<file path="src/shared/jmic_pkg.sv">
// constants of the joystick measurement and interrupt control block
// assumes a 100 MHz system clock and an i2c engine that supplies pointer and strobes
package jmic_pkg;

  // ----------------------------------------------------------------
  // register offsets
  // ----------------------------------------------------------------
  localparam logic [7:0] ADDR_CTRL = 8'h0F;
  localparam logic [7:0] ADDR_X = 8'h10;
  localparam logic [7:0] ADDR_Y = 8'h11;
  localparam logic [7:0] ADDR_LEFT = 8'h12;
  localparam logic [7:0] ADDR_RIGHT = 8'h13;
  localparam logic [7:0] ADDR_TOP = 8'h14;
  localparam logic [7:0] ADDR_BOTTOM = 8'h15;

  // ----------------------------------------------------------------
  // control register fields
  // ----------------------------------------------------------------
  localparam int CTRL_IDLE_BIT = 7;
  localparam int CTRL_TB_HI = 6;
  localparam int CTRL_TB_LO = 4;
  localparam int CTRL_IRQ_DIS_BIT = 3;
  localparam int CTRL_IRQ_FN_BIT = 2;
  localparam int CTRL_SRST_BIT = 1;
  localparam int CTRL_VALID_BIT = 0;

  // ----------------------------------------------------------------
  // reset values
  // ----------------------------------------------------------------
  localparam logic [7:0] CTRL_RESET = 8'hF0;
  localparam logic [7:0] LEFT_RESET = 8'h05;
  localparam logic [7:0] RIGHT_RESET = 8'hFB;
  localparam logic [7:0] TOP_RESET = 8'h05;
  localparam logic [7:0] BOTTOM_RESET = 8'hFB;
  localparam logic [7:0] COORD_RESET = 8'h00;

  // ----------------------------------------------------------------
  // timing
  // ----------------------------------------------------------------
  localparam int CLK_MHZ = 100;
  localparam int MS_TICK_US = 1000;
  localparam int MS_TICK_CYCLES = MS_TICK_US * CLK_MHZ;
  localparam int IRQ_DELAY_US = 450;
  localparam int IRQ_DELAY_CYCLES = IRQ_DELAY_US * CLK_MHZ;
  localparam logic [2:0] SRST_CYCLES = 3'h4;
  localparam int TICK_W = 17;
  localparam int WAKE_W = 9;

  // wake interval in milliseconds per time base code
  function automatic logic [WAKE_W-1:0] wake_ms(input logic [2:0] code);
    case (code)
      3'h0: wake_ms = 9'd20;
      3'h1: wake_ms = 9'd40;
      3'h2: wake_ms = 9'd80;
      3'h3: wake_ms = 9'd100;
      3'h4: wake_ms = 9'd140;
      3'h5: wake_ms = 9'd200;
      3'h6: wake_ms = 9'd260;
      default: wake_ms = 9'd320;
    endcase
  endfunction : wake_ms

  // measurement sequencer states
  typedef enum logic [0:0] {
    JMIC_MEAS_IDLE = 1'b0,
    JMIC_MEAS_BUSY = 1'b1
  } jmic_meas_e;

endpackage : jmic_pkg

</file>
<file path="src/verilog/jmic_wake_timer.sv">
// low power wake timer: counts millisecond ticks up to the chosen interval
// assumes a one-cycle tick enable from the caller on the same clock
`timescale 1ns/1ns
module jmic_wake_timer (
  input wire logic clk,
  input wire logic sys_rst,
  input wire logic tick_ms,
  input wire logic run,
  input wire logic [jmic_pkg::WAKE_W-1:0] interval_ms,
  output logic wake
);

  logic [jmic_pkg::WAKE_W-1:0] cnt_r;
  logic [jmic_pkg::WAKE_W-1:0] cnt_nxt;
  logic wake_r;
  logic wake_nxt;

  // ----------------------------------------------------------------
  // interval counter
  // ----------------------------------------------------------------
  // stopped timer restarts from zero; the tick divider runs on, so the first interval after a mode change can be up to one ms short
  always_comb begin
    cnt_nxt = cnt_r;
    wake_nxt = 1'b0;
    if (!run) begin
      cnt_nxt = '0;
    end else if (tick_ms) begin
      if (cnt_r + 9'd1 >= interval_ms) begin
        cnt_nxt = '0;
        wake_nxt = 1'b1;
      end else begin
        cnt_nxt = cnt_r + 9'd1;
      end
    end
  end

  always_ff @(posedge clk) begin
    if (sys_rst) begin
      cnt_r <= '0;
      wake_r <= 1'b0;
    end else begin
      cnt_r <= cnt_nxt;
      wake_r <= wake_nxt;
    end
  end

  assign wake = wake_r;

endmodule : jmic_wake_timer

</file>
<file path="src/verilog/jmic_control.sv">
// measurement pacing, interrupt and control register logic of the joystick sensor
// assumes the i2c slave engine and the hall front end run on clk and hand over
// pointer, write strobe, y-readout ack and conversion results as plain signals
`timescale 1ns/1ns

// Functional notes
// idle bit 0 selects low power mode, timer-paced by time base bits 6:4.
// idle bit 1 (default) starts one measurement after the y readout acknowledge.
// time base codes 0..7 give 20,40,80,100,140,200,260,320 ms; 320 default.
// interrupt disable bit 3 set keeps the interrupt pin released high.
// function bit 0 asserts interrupt per measurement; idle mode 450 us after readout.
// interrupt releases only after the acknowledge following the y readout.
// function bit 1 asserts interrupt when position lies outside the dead zone.
// dead zone interrupt reasserts next measurement while position stays outside.
// host should pair dead zone mode with low power mode for wake-up.
// soft reset bit reloads every register, control to F0, then clears itself.
// data valid reads 0 while a conversion is in progress.
// data valid becomes 1 when new coordinates are available.
// pointer on 0F, 10h or 11h freezes control, x and y as snapshot.
// x is 8-bit two's complement, positive means movement to the left.
// thresholds are 8-bit signed; left bounds positive x, right negative x.
// outside when x or y passes its threshold by signed comparison.
module jmic_control #(
  parameter int MS_TICK_CYCLES = jmic_pkg::MS_TICK_CYCLES,
  parameter int IRQ_DELAY_CYCLES = jmic_pkg::IRQ_DELAY_CYCLES
) (
  input wire logic clk,
  input wire logic sys_rst,
  input wire logic [7:0] reg_ptr,
  input wire logic reg_wr_strobe,
  input wire logic [7:0] reg_wr_data,
  output logic [7:0] reg_rd_data,
  output logic reg_rd_hit,
  input wire logic y_read_ack,
  output logic meas_start,
  input wire logic meas_done,
  input wire logic [7:0] meas_x,
  input wire logic [7:0] meas_y,
  output logic motion_irq_n_o,
  output logic motion_irq_n_oe_n
);

  // ----------------------------------------------------------------
  // declarations
  // ----------------------------------------------------------------
  logic idle_r, idle_nxt;
  logic [2:0] tb_r, tb_nxt;
  logic irq_dis_r, irq_dis_nxt;
  logic irq_fn_r, irq_fn_nxt;
  logic [2:0] srst_cnt_r, srst_cnt_nxt;
  logic [7:0] left_r, left_nxt;
  logic [7:0] right_r, right_nxt;
  logic [7:0] top_r, top_nxt;
  logic [7:0] bottom_r, bottom_nxt;
  logic [7:0] x_r, x_nxt;
  logic [7:0] y_r, y_nxt;
  logic valid_r, valid_nxt;
  logic [7:0] snap_ctrl_r, snap_ctrl_nxt;
  logic [7:0] snap_x_r, snap_x_nxt;
  logic [7:0] snap_y_r, snap_y_nxt;
  jmic_pkg::jmic_meas_e meas_r, meas_nxt;
  logic start_r, start_nxt;
  logic boot_r, boot_nxt;
  logic irq_r, irq_nxt;
  logic pend_r, pend_nxt;
  logic [jmic_pkg::TICK_W-1:0] dly_r, dly_nxt;
  logic [jmic_pkg::TICK_W-1:0] tick_cnt_r, tick_cnt_nxt;
  logic tick_r, tick_nxt;
  logic [7:0] rd_data_r, rd_data_nxt;
  logic rd_hit_r, rd_hit_nxt;
  logic oe_n_r, oe_n_nxt;
  logic soft_clr;
  logic wr_ctrl;
  logic frozen;
  logic outside;
  logic wake;
  logic irq_event;
  logic [7:0] ctrl_live;

  // ----------------------------------------------------------------
  // shared decode
  // ----------------------------------------------------------------
  // soft reset holds registers, sequencer and wake timer at reset values while its sequence runs
  assign soft_clr = (srst_cnt_r != 3'h0);
  assign wr_ctrl = reg_wr_strobe && (reg_ptr == jmic_pkg::ADDR_CTRL);
  assign frozen = (reg_ptr == jmic_pkg::ADDR_CTRL) || (reg_ptr == jmic_pkg::ADDR_X) ||
                  (reg_ptr == jmic_pkg::ADDR_Y);
  // signed dead zone test on the fresh conversion result
  assign outside = ($signed(meas_x) > $signed(left_r)) || ($signed(meas_x) < $signed(right_r)) ||
                   ($signed(meas_y) > $signed(top_r)) || ($signed(meas_y) < $signed(bottom_r));
  assign ctrl_live = {idle_r, tb_r, irq_dis_r, irq_fn_r, soft_clr, valid_r};

  // ----------------------------------------------------------------
  // millisecond tick and wake timer
  // ----------------------------------------------------------------
  // one shared divider; the wake timer counts whole milliseconds
  always_comb begin
    tick_nxt = 1'b0;
    tick_cnt_nxt = tick_cnt_r + 17'd1;
    if (tick_cnt_r == MS_TICK_CYCLES[jmic_pkg::TICK_W-1:0] - 17'd1) begin
      tick_cnt_nxt = '0;
      tick_nxt = 1'b1;
    end
  end

  always_ff @(posedge clk) begin
    if (sys_rst) begin
      tick_cnt_r <= '0;
      tick_r <= 1'b0;
    end else begin
      tick_cnt_r <= tick_cnt_nxt;
      tick_r <= tick_nxt;
    end
  end

  jmic_wake_timer u_jmic_wake_timer (
    .clk(clk),
    .sys_rst(sys_rst),
    .tick_ms(tick_r),
    .run(!idle_r && !soft_clr),
    .interval_ms(jmic_pkg::wake_ms(tb_r)),
    .wake(wake)
  );

  // ----------------------------------------------------------------
  // configuration registers and soft reset
  // ----------------------------------------------------------------
  // data valid is read only, so bit 0 of a control write is dropped
  always_comb begin
    idle_nxt = idle_r;
    tb_nxt = tb_r;
    irq_dis_nxt = irq_dis_r;
    irq_fn_nxt = irq_fn_r;
    left_nxt = left_r;
    right_nxt = right_r;
    top_nxt = top_r;
    bottom_nxt = bottom_r;
    srst_cnt_nxt = srst_cnt_r;
    if (soft_clr) begin

      idle_nxt = jmic_pkg::CTRL_RESET[jmic_pkg::CTRL_IDLE_BIT];
      tb_nxt = jmic_pkg::CTRL_RESET[jmic_pkg::CTRL_TB_HI:jmic_pkg::CTRL_TB_LO];
      irq_dis_nxt = jmic_pkg::CTRL_RESET[jmic_pkg::CTRL_IRQ_DIS_BIT];
      irq_fn_nxt = jmic_pkg::CTRL_RESET[jmic_pkg::CTRL_IRQ_FN_BIT];
      left_nxt = jmic_pkg::LEFT_RESET;
      right_nxt = jmic_pkg::RIGHT_RESET;
      top_nxt = jmic_pkg::TOP_RESET;
      bottom_nxt = jmic_pkg::BOTTOM_RESET;
      srst_cnt_nxt = srst_cnt_r - 3'h1;
    end else if (wr_ctrl) begin
      idle_nxt = reg_wr_data[jmic_pkg::CTRL_IDLE_BIT];
      tb_nxt = reg_wr_data[jmic_pkg::CTRL_TB_HI:jmic_pkg::CTRL_TB_LO];
      irq_dis_nxt = reg_wr_data[jmic_pkg::CTRL_IRQ_DIS_BIT];
      irq_fn_nxt = reg_wr_data[jmic_pkg::CTRL_IRQ_FN_BIT];
      if (reg_wr_data[jmic_pkg::CTRL_SRST_BIT]) begin
        srst_cnt_nxt = jmic_pkg::SRST_CYCLES;
      end
    end else if (reg_wr_strobe) begin
      unique case (reg_ptr)
        jmic_pkg::ADDR_LEFT: left_nxt = reg_wr_data;
        jmic_pkg::ADDR_RIGHT: right_nxt = reg_wr_data;
        jmic_pkg::ADDR_TOP: top_nxt = reg_wr_data;
        jmic_pkg::ADDR_BOTTOM: bottom_nxt = reg_wr_data;
        default: ;
      endcase
    end
  end

  always_ff @(posedge clk) begin
    if (sys_rst) begin
      idle_r <= jmic_pkg::CTRL_RESET[jmic_pkg::CTRL_IDLE_BIT];
      tb_r <= jmic_pkg::CTRL_RESET[jmic_pkg::CTRL_TB_HI:jmic_pkg::CTRL_TB_LO];
      irq_dis_r <= jmic_pkg::CTRL_RESET[jmic_pkg::CTRL_IRQ_DIS_BIT];
      irq_fn_r <= jmic_pkg::CTRL_RESET[jmic_pkg::CTRL_IRQ_FN_BIT];
      left_r <= jmic_pkg::LEFT_RESET;
      right_r <= jmic_pkg::RIGHT_RESET;
      top_r <= jmic_pkg::TOP_RESET;
      bottom_r <= jmic_pkg::BOTTOM_RESET;
      srst_cnt_r <= 3'h0;
    end else begin
      idle_r <= idle_nxt;
      tb_r <= tb_nxt;
      irq_dis_r <= irq_dis_nxt;
      irq_fn_r <= irq_fn_nxt;
      left_r <= left_nxt;
      right_r <= right_nxt;
      top_r <= top_nxt;
      bottom_r <= bottom_nxt;
      srst_cnt_r <= srst_cnt_nxt;
    end
  end

  // ----------------------------------------------------------------
  // measurement pacing, coordinates and interrupt
  // ----------------------------------------------------------------
  // a start while a conversion runs is dropped; the front end has one slot
  always_comb begin
    meas_nxt = meas_r;
    start_nxt = 1'b0;
    boot_nxt = boot_r;
    x_nxt = x_r;
    y_nxt = y_r;
    valid_nxt = valid_r;
    irq_nxt = irq_r;
    pend_nxt = pend_r;
    dly_nxt = dly_r;
    irq_event = 1'b0;
    if (dly_r != '0) begin
      dly_nxt = dly_r - 17'd1;
    end
    // readout acknowledge clears, an event in the same cycle wins below
    if (y_read_ack) begin
      irq_nxt = 1'b0;
      if (idle_r) begin
        dly_nxt = IRQ_DELAY_CYCLES[jmic_pkg::TICK_W-1:0];
      end
    end
    unique case (meas_r)
      jmic_pkg::JMIC_MEAS_IDLE: begin
        if ((idle_r && (y_read_ack || boot_r)) || (!idle_r && wake)) begin
          meas_nxt = jmic_pkg::JMIC_MEAS_BUSY;
          start_nxt = 1'b1;
          boot_nxt = 1'b0;
          valid_nxt = 1'b0;
        end
      end
      jmic_pkg::JMIC_MEAS_BUSY: begin
        if (meas_done) begin
          meas_nxt = jmic_pkg::JMIC_MEAS_IDLE;
          x_nxt = meas_x;
          y_nxt = meas_y;
          valid_nxt = 1'b1;
          if (irq_fn_r) begin
            irq_event = outside;
          end else if (idle_r) begin
            pend_nxt = 1'b1;
          end else begin
            irq_event = 1'b1;
          end
        end
      end
    endcase
    // idle mode with function bit 0 waits for the readout delay before flagging the result
    if (pend_r && (dly_r == '0)) begin
      pend_nxt = 1'b0;
      irq_event = 1'b1;
    end
    if (irq_event) begin
      irq_nxt = 1'b1;
    end
    if (soft_clr) begin
      meas_nxt = jmic_pkg::JMIC_MEAS_IDLE;
      start_nxt = 1'b0;
      boot_nxt = 1'b1;
      x_nxt = jmic_pkg::COORD_RESET;
      y_nxt = jmic_pkg::COORD_RESET;
      valid_nxt = jmic_pkg::CTRL_RESET[jmic_pkg::CTRL_VALID_BIT];
      irq_nxt = 1'b0;
      pend_nxt = 1'b0;
      dly_nxt = '0;
    end
  end

  always_ff @(posedge clk) begin
    if (sys_rst) begin
      meas_r <= jmic_pkg::JMIC_MEAS_IDLE;
      start_r <= 1'b0;
      boot_r <= 1'b1;
      x_r <= jmic_pkg::COORD_RESET;
      y_r <= jmic_pkg::COORD_RESET;
      valid_r <= jmic_pkg::CTRL_RESET[jmic_pkg::CTRL_VALID_BIT];
      irq_r <= 1'b0;
      pend_r <= 1'b0;
      dly_r <= '0;
    end else begin
      meas_r <= meas_nxt;
      start_r <= start_nxt;
      boot_r <= boot_nxt;
      x_r <= x_nxt;
      y_r <= y_nxt;
      valid_r <= valid_nxt;
      irq_r <= irq_nxt;
      pend_r <= pend_nxt;
      dly_r <= dly_nxt;
    end
  end

  // ----------------------------------------------------------------
  // snapshot, read data and pin
  // ----------------------------------------------------------------
  // snapshot follows live values only while the pointer is elsewhere,
  // so a block read of 0F..11 sees one consistent conversion
  always_comb begin
    snap_ctrl_nxt = snap_ctrl_r;
    snap_x_nxt = snap_x_r;
    snap_y_nxt = snap_y_r;
    if (!frozen) begin
      snap_ctrl_nxt = ctrl_live;
      snap_x_nxt = x_r;
      snap_y_nxt = y_r;
    end
    rd_hit_nxt = 1'b1;
    unique case (reg_ptr)
      jmic_pkg::ADDR_CTRL: rd_data_nxt = snap_ctrl_r;
      jmic_pkg::ADDR_X: rd_data_nxt = snap_x_r;
      jmic_pkg::ADDR_Y: rd_data_nxt = snap_y_r;
      jmic_pkg::ADDR_LEFT: rd_data_nxt = left_r;
      jmic_pkg::ADDR_RIGHT: rd_data_nxt = right_r;
      jmic_pkg::ADDR_TOP: rd_data_nxt = top_r;
      jmic_pkg::ADDR_BOTTOM: rd_data_nxt = bottom_r;
      default: begin
        rd_data_nxt = 8'h00;
        rd_hit_nxt = 1'b0;
      end
    endcase
    oe_n_nxt = !(irq_r && !irq_dis_r);
  end

  always_ff @(posedge clk) begin
    if (sys_rst) begin
      snap_ctrl_r <= jmic_pkg::CTRL_RESET;
      snap_x_r <= jmic_pkg::COORD_RESET;
      snap_y_r <= jmic_pkg::COORD_RESET;
      rd_data_r <= 8'h00;
      rd_hit_r <= 1'b0;
      oe_n_r <= 1'b1;
    end else begin
      snap_ctrl_r <= snap_ctrl_nxt;
      snap_x_r <= snap_x_nxt;
      snap_y_r <= snap_y_nxt;
      rd_data_r <= rd_data_nxt;
      rd_hit_r <= rd_hit_nxt;
      oe_n_r <= oe_n_nxt;
    end
  end

  assign reg_rd_data = rd_data_r;
  assign reg_rd_hit = rd_hit_r;
  assign meas_start = start_r;
  assign motion_irq_n_o = 1'b0; // open drain: only ever pulls low
  assign motion_irq_n_oe_n = oe_n_r;

endmodule : jmic_control

</file>
<file path="config.mk">
export PLATFORM = sky130hd
export DESIGN_NAME = jmic_control
export DESIGN_NICKNAME = d
export VERILOG_FILES = /design/src/shared/jmic_pkg.sv /design/src/verilog/jmic_wake_timer.sv /design/src/verilog/jmic_control.sv
export SDC_FILE = /design/constraint.sdc
export NUM_CORES = 1
export LEC_CHECK = 0
export BUFFER_PORTS_ARGS = -buffer_cell sky130_fd_sc_hd__buf_2
export CORE_MARGIN = 4
export CORE_UTILIZATION = 60
export CTS_BUF_LIST = sky130_fd_sc_hd__clkbuf_2 sky130_fd_sc_hd__clkbuf_4 sky130_fd_sc_hd__clkbuf_8
export CTS_CLUSTER_DIAMETER = 40
export DETAILED_ROUTE_END_ITERATION = 10
export PLACE_DENSITY = 0.89
export REMOVE_ABC_BUFFERS = 1
export SYNTH_ARGS = -nofsm -noshare
export SYNTH_HDL_FRONTEND = slang
export SYNTH_HIERARCHICAL = 1
export SYNTH_SLANG_ARGS = --single-unit
</file>
<file path="constraint.sdc">
create_clock -name clk -period 2.6 [get_ports clk]
set_input_delay 0.13 -clock clk [delete_from_list [all_inputs] [get_ports clk]]
set_output_delay 0.13 -clock clk [all_outputs]
set_load 0.02 [all_outputs]
</file>
==> flow_metrics.py, run 1 <==
metrics = {
    "placed_design": {
        "port_buffers": 47,
        "place_area_sq_um": 7470,
        "routabilityCongestion": 0.945,
        "place_hpwl_mm": 12.3,
    },
    "worst_setup_path": {
        "path_buf_inv": 1,
        "path_max_fanout": 6,
        "path_delay_family": "compound AO/OA/AOI/OAI gates",
        "rrSetupSlack_ns": 0.17,
        "reg2reg_from": "u_jmic_wake_timer/cnt_r[1]$_SDFFE_PP0P_",
        "cp-startpoint": "u_jmic_wake_timer/cnt_r[1]$_SDFFE_PP0P_",
        "critPathLaunchType": "flop",
        "worstPathRequired_ns": 2.97,
        "endpoint_kind": "flop",
        "slowest_stage": "dfxtp_2",
        "worstPathArrival_ns": 2.80,
        "critPathKind": "flop to flop",
        "slowest_delay_ns": 0.37,
        "crit_chain": "ha_4 > nand2_1 > or2_1 > xnor2_1 > ha_1 > a211o_1 > a21oi_2 > buf_4 > o2111ai_1 > a31oi_1",
    },
    "global_route": {
        "use_met2_pct": 49.5,
        "grt_pass1_wl_mm": 31.7,
        "grt.total_usage_pct": 29.5,
        "antenna_found_initial": 0,
        "grtUsageMet3_pct": 6.06,
        "grt_pass1_vias": 6580,
        "grt_max_degree": 30,
        "busiest_layer": "met2",
        "grt_remaining_overflow": 0,
        "grtUsageMet1_pct": 36.0,
    },
    "clock_tree": {
        "clock-sinks": 142,
        "clockBufferDepth": 2,
        "cts.clk_slew.worst_paths_ns": 0.08,
        "cts_tree": "built",
        "cts_buffers": 17,
        "ctsRootBufferMaster": "clkbuf_8",
        "htree_levels": 4,
        "clock_latency_ns": 0.45,
        "cts_setup_buffers": 0,
    },
    "route": {
        "firstDrtPassIters": 8,
        "drc": 0,
        "ant_nets": 0,
        "avgRoutedWirePerCell_microns": 17.6,
        "drtIter0Drc": 531,
        "wirelength_mm": 18.9,
        "viasPerCell": 6.14,
        "route.vias.total": 6590,
    },
    "cells_and_area": {
        "area_growth_pct": 15.9,
        "drive_gt1_share_pct": 13.9,
        "fillCellCount": 791,
        "top_regs": "dly_r x17, tick_cnt_r x17, u_jmic_wake_timer/cnt_r x9",
        "multi_input_comb_area_sq_um": 3840,
        "final_area_sq_um": 8210,
        "fin_nets": 997,
        "antenna_cells": 0,
        "register_area_sq_um": 2850,
    },
    "floorplanning": {
        "dieArea_sq_um": 13600,
        "dieWidth_microns": 117,
        "die_h_microns": 117,
        "core_area_sq_um": 11500,
        "row_count": 39,
        "io_pins": 49,
        "start_util_pct": 61.8,
    },
    "power": {
        "pwr_density_cell_nw_per_um2": 735,
        "irDropWorstVdd_v": 0.000601,
        "p_leak_uw": 0.00323,
    },
    "hold_path": {
        "worstHoldStart": "reg_wr_strobe",
        "min_path_type": "input pin to flop",
    },
    "yosys": {
        "netlist_area_sq_um": 7090,
        "ys_warn_count": 6,
        "synthCells": 839,
        "async_reset_ff_share_pct": 0,
        "synth_cell_types": 69,
        "synth_area_per_cell_sq_um": 8.45,
        "synthFlopType": "dfxtp_1",
        "synthTopCellsByArea": "dfxtp_1, nand2_1, ha_1",
        "synth_top_area_cell": "dfxtp_1",
        "synth-edff-count": 0,
        "synth-seq-cells": 142,
        "seq_area_frac_synth_pct": 40.1,
        "yosys.area.top_type_share_pct": 40.1,
    },
    "sta": {
        "worst_slew_pin_slew_ns": 0.915,
        "fmax_mhz": 412,
        "slew_headroom_pct": 38.6,
        "skew_ns": 0.0103,
        "finalSetupTns_ns": 0,
        "hold_viol": 0,
        "fin_crit_ns": 2.43,
        "setup_viol": 0,
        "drv_slew": 0,
        "holdWs_ns": 0.0937,
        "finalCritPeriodShare_pct": 93.5,
    },
    "run": {
        "maxCapViolations": 0,
    },
    "outcome": {
        "status": "finished clean",
    },
}
layout make-up:
type | instances | share of cell area [%]
Clock buffer | 22 | 3.46
Clock inverter | 10 | 2.26
Inverter | 61 | 2.79
Multi-Input combinational cell | 602 | 46.8
Sequential cell | 142 | 34.7
Tap cell | 143 | 2.18
Timing Repair Buffer | 93 | 7.83
synth_stat cells (11+ instances only):
library cell and n:
a21oi_1 69, a22oi_1 16, a31oi_1 14, clkbuf_1 18
dfxtp_1 142, ha_1 43, inv_1 59, nand2_1 147
nand3_1 33, nor2_1 52, o211ai_1 18, o21ai_0 14
xnor2_1 19, xor2_1 11
through the flow:
stage | worst slack (ns) | utilization (%) | cells | power, uW
after floorplan | 0.144 | - | 805 | 3520
final | 0.170 | 71.6 | 1073 | 6040
after global placement | 0.237 | 65.2 | 1016 | 3900
after global routing | -0.00650 | 71.6 | 1073 | 6340
after CTS | 0.0881 | 71.4 | 1073 | 6010
after detailed placement | 0.145 | 65.2 | 1016 | 3950
tightest hold or removal path, cell delays in order:
cell and delay [ns]:
buf_2 0.19, nand3_1 0.11, a21oi_1 0.06
cells in the final DEF, fill, tap and decap left out, types with 8 or more instances in the layout:
master and count:
a21oi_1 69, nor2_1 52, nor3_1 8, nor2b_1 8
o21ai_0 14, dlygate4sd3_1 25, a31oi_1 14, mux2i_1 10
o2111ai_1 10, a22oi_1 16, xnor2_1 19, inv_1 59
o211ai_1 18, and3_1 10, nand2_1 147, nand4_1 10
ha_1 42, nand2b_1 10, a211oi_1 8, dfxtp_1 137
buf_4 21, xor2_1 11, a222oi_1 8, nand3_1 33
clkbuf_8 19, buf_2 47
final timing paths:
kind                                                                end  depth (start not counted)
worst max-delay path            u_jmic_wake_timer/cnt_r[3]$_SDFFE_PP0P_                         10
worst min-delay path                             irq_dis_r$_SDFFE_PP0P_                          3
worst max register to register  u_jmic_wake_timer/cnt_r[3]$_SDFFE_PP0P_                         10
worst min register to register                 snap_x_r[5]$_SDFFE_PP0N_                          2
what timing repair did:
action,4_1_cts,5_1_grt
hold buffers,25,0
endpoints found under the hold margin,41,0
resized for setup,0,7
endpoints found under the setup margin,0,9
metal layers:
metal / part of all wire, % / up-vias
met2: 48 / 308
met4: 3.6 / 0
met3: 8.3 / 66
li1: - / 3121
met5: 0 / -
met1: 40 / 3095
cell families (layout without fill, tap and decap cells):
logic type / count (synthesis) / after routing / synth area share (%)
AOI/OAI and AO/OA: 190 / 190 / 17.9
xor gates and xnor gates: 30 / 30 / 3.71
adders and majority gates: 43 / 43 / 7.59
buffers and inverters: 97 / 186 / 5.99
DFF: 142 / 142 / 40.1
muxes: 10 / 10 / 1.41
other: 1 / 3 / 0.0529
and+or+nand+nor: 326 / 326 / 23.2
where the power goes:
group          switching [uW]  internal [uW]
Clock                     835           1230
Combinational             896            578
Sequential                148           2350
(Power assumes the default switching activity.)
==> run 2, diff against run 1 <==
RECOVER_POWER = 100   (was not set)
==> flow_metrics.py, run 2 (synthesis results as in run 1) <==
metrics = {
    "outcome": {
        "status": "finished clean",
    },
    "global_route": {
        "grt.total_usage_pct": 29.5,
        "grt_pass1_wl_mm": 31.7,
        "grt_max_degree": 30,
        "antenna_found_initial": 0,
        "grt_pass1_vias": 6580,
        "grt_remaining_overflow": 0,
    },
    "clock_tree": {
        "clockBufferDepth": 2,
        "cts_setup_buffers": 0,
        "clock-sinks": 142,
        "htree_levels": 4,
        "ctsRootBufferMaster": "clkbuf_8",
        "cts_buffers": 17,
        "cts.clk_slew.worst_paths_ns": 0.08,
        "clock_latency_ns": 0.45,
        "cts_tree": "built",
    },
    "route": {
        "viasPerCell": 6.14,
        "avgRoutedWirePerCell_microns": 17.7,
        "firstDrtPassIters": 5,
        "route.vias.total": 6590,
        "drc": 0,
        "drtIter0Drc": 570,
        "wirelength_mm": 18.9,
        "ant_nets": 0,
    },
    "worst_setup_path": {
        "slowest_delay_ns": 0.37,
        "path_max_fanout": 6,
        "worstPathRequired_ns": 2.97,
        "worstPathArrival_ns": 2.82,
        "crit_chain": "ha_4 > nand2_1 > or2_1 > xnor2_1 > ha_1 > a211o_1 > a21oi_2 > buf_4 > o2111ai_1 > a31oi_1",
        "critPathKind": "flop to flop",
        "critPathLaunchType": "flop",
        "endpoint_kind": "flop",
        "slowest_stage": "dfxtp_2",
    },
    "sta": {
        "hold_viol": 0,
        "slew_headroom_pct": 4.02,
        "skew_ns": 0.00731,
        "setup_viol": 0,
        "fmax_mhz": 408,
        "worst_slew_pin_slew_ns": 1.42,
        "finalCritPeriodShare_pct": 94.3,
        "drv_slew": 0,
        "fin_ws_ns": 0.149,
        "finalSetupTns_ns": 0,
        "fin_crit_ns": 2.45,
    },
    "floorplanning": {
        "die_h_microns": 117,
        "start_util_pct": 61.8,
        "io_pins": 49,
        "dieWidth_microns": 117,
        "dieArea_sq_um": 13600,
        "row_count": 39,
        "core_area_sq_um": 11500,
    },
    "cells_and_area": {
        "layout_commonest_cell": "nand2_1",
        "top_regs": "dly_r x17, tick_cnt_r x17, u_jmic_wake_timer/cnt_r x9",
        "fin_nets": 997,
        "final_area_sq_um": 8160,
        "fillCellCount": 809,
        "final_cell_mix": "nand2_1, dfxtp_1, a21oi_1",
        "area_growth_pct": 15.2,
        "fin_cells": 1073,
        "antenna_cells": 0,
        "drive_gt1_share_pct": 12.0,
    },
    "placed_design": {
        "routabilityCongestion": 0.945,
        "placed_cells_incl_taps": 1016,
        "place_area_sq_um": 7470,
        "place_hpwl_mm": 12.3,
        "port_buffers": 47,
        "place_ws_ns": 0.145,
    },
    "power": {
        "p_leak_uw": 0.00316,
        "pwr_density_cell_nw_per_um2": 735,
        "irDropWorstVdd_v": 0.000591,
        "total_power_uw": 6000,
    },
    "run": {
        "maxCapViolations": 0,
    },
    "hold_path": {
        "min_path_type": "input pin to flop",
    },
}
-- run 2: cell types whose count changed in the layout (fill, tap and decap cells not counted) --
cell,delta
o21ai_0,+1
nor4_2,+1
clkbuf_1,+16
clkbuf_2,+2
o21ai_1,-1
nor2b_2,-1
buf_4,-6
buf_2,-12
nor4_4,-1
nor2b_1,+1
-- run 2: path summary, 6_finish.rpt --
kind | to | from | slack [ns] | depth (start not counted)
worst max register to register | u_jmic_wake_timer/cnt_r[3]$_SDFFE_PP0P_ | u_jmic_wake_timer/cnt_r[1]$_SDFFE_PP0P_ | 0.15 | 10
worst max-delay path | u_jmic_wake_timer/cnt_r[3]$_SDFFE_PP0P_ | u_jmic_wake_timer/cnt_r[1]$_SDFFE_PP0P_ | 0.15 | 10
worst min-delay path | irq_dis_r$_SDFFE_PP0P_ | reg_wr_strobe | 0.09 | 3
worst min register to register | snap_x_r[5]$_SDFFE_PP0N_ | x_r[5]$_SDFFE_PP0P_ | 0.45 | 2
-- run 2: what timing repair did --
action                     4_1_cts  5_1_grt
gates resized for setup          0        7
setup endpoints to repair        0        9
hold buffers                    25        0
hold endpoints to repair        41        0
-- run 2: per-stage QoR --
stage          utilization (%)  hold slack (ns)
2_1_floorplan                -            0.199
3_3_place_gp              65.2            0.409
3_5_place_dp              65.2            0.417
4_1_cts                   71.4           0.0689
5_1_grt                   71.2           0.0997
6_report                  71.2           0.0886
-- run 2: routing by layer --
layer	wire [microns]	vias up	share of wire (%)	global-route usage, %
li1	-	3121	-	-
met1	7710	3093	41	36.0
met2	9060	317	48	49.5
met3	1520	59	8.0	6.06
met4	669	0	3.5	14.9
met5	0	-	0	0
-- run 2: power breakdown --
part	switching, uW	total (uW)	internal, uW
logic	885	1440	553
clock network	838	2060	1230
registers	147	2500	2350
total	1870	6000	4130
-- run 2: critical path: cells and delay by family (launching register included) --
kind                       cells  cell delay [ns]
xor gates and xnor gates       1             0.13
DFF                            1             0.37
adders and majority gates      2             0.49
buffers and inverters          1             0.18
and+or+nand+nor                2             0.34
AOI/OAI and AO/OA              4             0.84
-- run 2: area by class of cell --
type	count	area, sq um	share of cell area [%]
Clock buffer	22	284	3.48
Clock inverter	10	185	2.27
Inverter	61	229	2.80
Multi-Input combinational cell	602	3830	46.9
Sequential cell	142	2850	34.9
Tap cell	143	179	2.19
Timing Repair Buffer	93	608	7.45
==> run 3, diff against run 2 <==
ABC_AREA = 1   (was not set)
clock period = 2.8 ns   (was 2.6 ns; I/O delays follow)
==> flow_metrics.py, run 3 <==
metrics = {
    "yosys": {
        "yosysMostFrequentCell": "nand2_1",
        "netlist_area_sq_um": 7330,
        "synthCells": 990,
        "yosys.area.top_type_share_pct": 38.8,
        "synth-seq-cells": 142,
        "seq_area_frac_synth_pct": 38.8,
        "synthTopCellsByArea": "dfxtp_1, nand2_1, inv_1",
        "async_reset_ff_share_pct": 0,
        "ys_warn_count": 6,
        "synth_area_per_cell_sq_um": 7.40,
        "synthFlopType": "dfxtp_1",
        "ys_top_cells_by_count": "nand2_1, inv_1, dfxtp_1",
        "synth-edff-count": 0,
        "synth_top_area_cell": "dfxtp_1",
        "synth_cell_types": 47,
    },
    "global_route": {
        "grt_pass1_vias": 6337,
        "grt_remaining_overflow": 0,
        "busiest_layer": "met2",
        "grt.total_usage_pct": 25.5,
        "antenna_found_initial": 0,
        "use_met2_pct": 42.0,
        "grt_pass1_wl_mm": 29.3,
        "grtUsageMet1_pct": 32.8,
        "grt_max_degree": 47,
        "grtUsageMet3_pct": 5.41,
    },
    "worst_setup_path": {
        "critPathLaunchType": "flop",
        "slowest_stage": "dfxtp_1",
        "cp_common_cell": "nand2_1",
        "path_delay_family": "simple AND/OR/NAND/NOR gates",
        "path_buf_inv": 2,
        "crit_chain": "ha_1 > nand2_1 > nor2_4 > xor2_1 > inv_1 > ha_1 > nand2_1 > inv_1 > nand2_1 > nand3_1 > nand2_1 > and2_0 > nand2_1 > a21oi_1",
        "critPathKind": "flop to flop",
        "slowest_delay_ns": 0.36,
        "path_max_fanout": 9,
        "endpoint_kind": "flop",
        "worstPathRequired_ns": 3.19,
        "worstPathArrival_ns": 2.80,
    },
    "cells_and_area": {
        "top_regs": "dly_r x17, tick_cnt_r x17, u_jmic_wake_timer/cnt_r x9",
        "final_cell_mix": "nand2_1, inv_1, dfxtp_1",
        "antenna_cells": 0,
        "fin_nets": 1131,
        "area_growth_pct": 10.4,
        "layout_commonest_cell": "nand2_1",
        "drive_gt1_share_pct": 10.6,
    },
    "route": {
        "ant_nets": 0,
        "firstDrtPassIters": 5,
        "viasPerCell": 5.55,
        "avgRoutedWirePerCell_microns": 14.5,
        "drtIter0Drc": 629,
        "drc": 0,
        "wirelength_mm": 17.6,
        "route.vias.total": 6723,
    },
    "clock_tree": {
        "ctsRootBufferMaster": "clkbuf_8",
        "cts_resized": 0,
        "clock_latency_ns": 0.46,
        "cts_setup_buffers": 0,
        "cts_hold_buffers": 14,
        "cts.clk_slew.worst_paths_ns": 0.09,
        "htree_levels": 4,
        "cts_tree": "built",
        "clockBufferDepth": 2,
        "clock-sinks": 142,
        "cts_buffers": 17,
    },
    "sta": {
        "holdWs_ns": 0.0324,
        "setup_viol": 0,
        "skew_ns": 0.0130,
        "hold_viol": 0,
        "worst_slew_pin_slew_ns": 1.08,
        "fin_crit_ns": 2.41,
        "drv_slew": 0,
        "rsz0062_at_grt": "false",
        "fmax_mhz": 415,
        "slew_headroom_pct": 28.3,
        "finalCritPeriodShare_pct": 86.1,
    },
    "placed_design": {
        "place_hpwl_mm": 12.6,
        "routabilityCongestion": 0.912,
        "port_buffers": 47,
    },
    "outcome": {
        "status": "finished clean",
    },
    "floorplanning": {
        "die_h_microns": 119,
        "dieArea_sq_um": 14000,
        "core_area_sq_um": 12000,
        "dieWidth_microns": 119,
        "start_util_pct": 61.3,
        "io_pins": 49,
        "row_count": 40,
    },
    "power": {
        "p_leak_uw": 0.00374,
        "irDropWorstVdd_v": 0.000521,
        "pwr_density_cell_nw_per_um2": 682,
        "total_power_uw": 5520,
    },
    "hold_path": {
        "min_path_type": "input pin to flop",
    },
    "run": {
        "maxCapViolations": 0,
    },
}
==> run 3: layout make-up <==
class                   instances  area [sq um]
multi-input cells             653          3600
clock inverters                14           180
fillers                       981          3870
flip-flops and latches        142          2840
well taps                     147           184
clock buffers                  18           248
repair buffers                 67           395
inverters                     170           641
==> run 3: per-layer routing <==
metal	wire length (microns)	up-vias
met3	1150	47
met4	424	0
met1	7710	3098
met5	0	-
met2	8300	228
li1	-	3350
==> run 3: cells by family after synthesis <==
kind of cell | share of synthesized area [%]
AO/OA/AOI/OAI | 17.7
AND/OR/NAND/NOR | 23.9
buffers and inverters | 10.9
adder cells (fa/ha/maj) | 7.34
flip-flops | 38.8
other | 0.0512
XOR/XNOR | 1.31
==> run 3: through the flow <==
step	area, sq um	setup WS, ns	util, %	TNS [ns]	std cells
6_report	8090	0.390	67.6	0	1211
2_1_floorplan	7180	-0.433	-	-7.72	965
4_1_cts	8210	0.562	68.7	0	1211
5_1_grt	8090	0.214	67.6	0	1211
3_3_place_gp	7640	0.669	63.9	0	1165
3_5_place_dp	7640	0.595	63.9	0	1165
==> run 3: path summary, 6_finish.rpt <==
kind	from	endpoint	slack [ns]	depth (start not counted)
worst max register to register	u_jmic_wake_timer/cnt_r[1]$_SDFFE_PP0P_	u_jmic_wake_timer/cnt_r[0]$_SDFFE_PP0P_	0.39	14
worst min-delay path	meas_y[2]	y_r[2]$_SDFFE_PP0P_	0.03	3
worst min register to register	irq_r$_SDFFE_PP0P_	motion_irq_n_oe_n$_SDFF_PP1_	0.43	1
worst max-delay path	u_jmic_wake_timer/cnt_r[1]$_SDFFE_PP0P_	u_jmic_wake_timer/cnt_r[0]$_SDFFE_PP0P_	0.39	14
==> run 3: report_power, final <==
group	internal, uW	switching (uW)	leakage, uW	total (uW)
combinational	445	944	0.00237	1390
sequential	2210	129	0.00115	2340
clock	922	872	0.000216	1790
total	3580	1940	0.00374	5520
==> run 3: worst min-delay path, cell delays in order <==
cell and delay (ns):
buf_2 0.12, o21ai_0 0.11, nor2_1 0.09
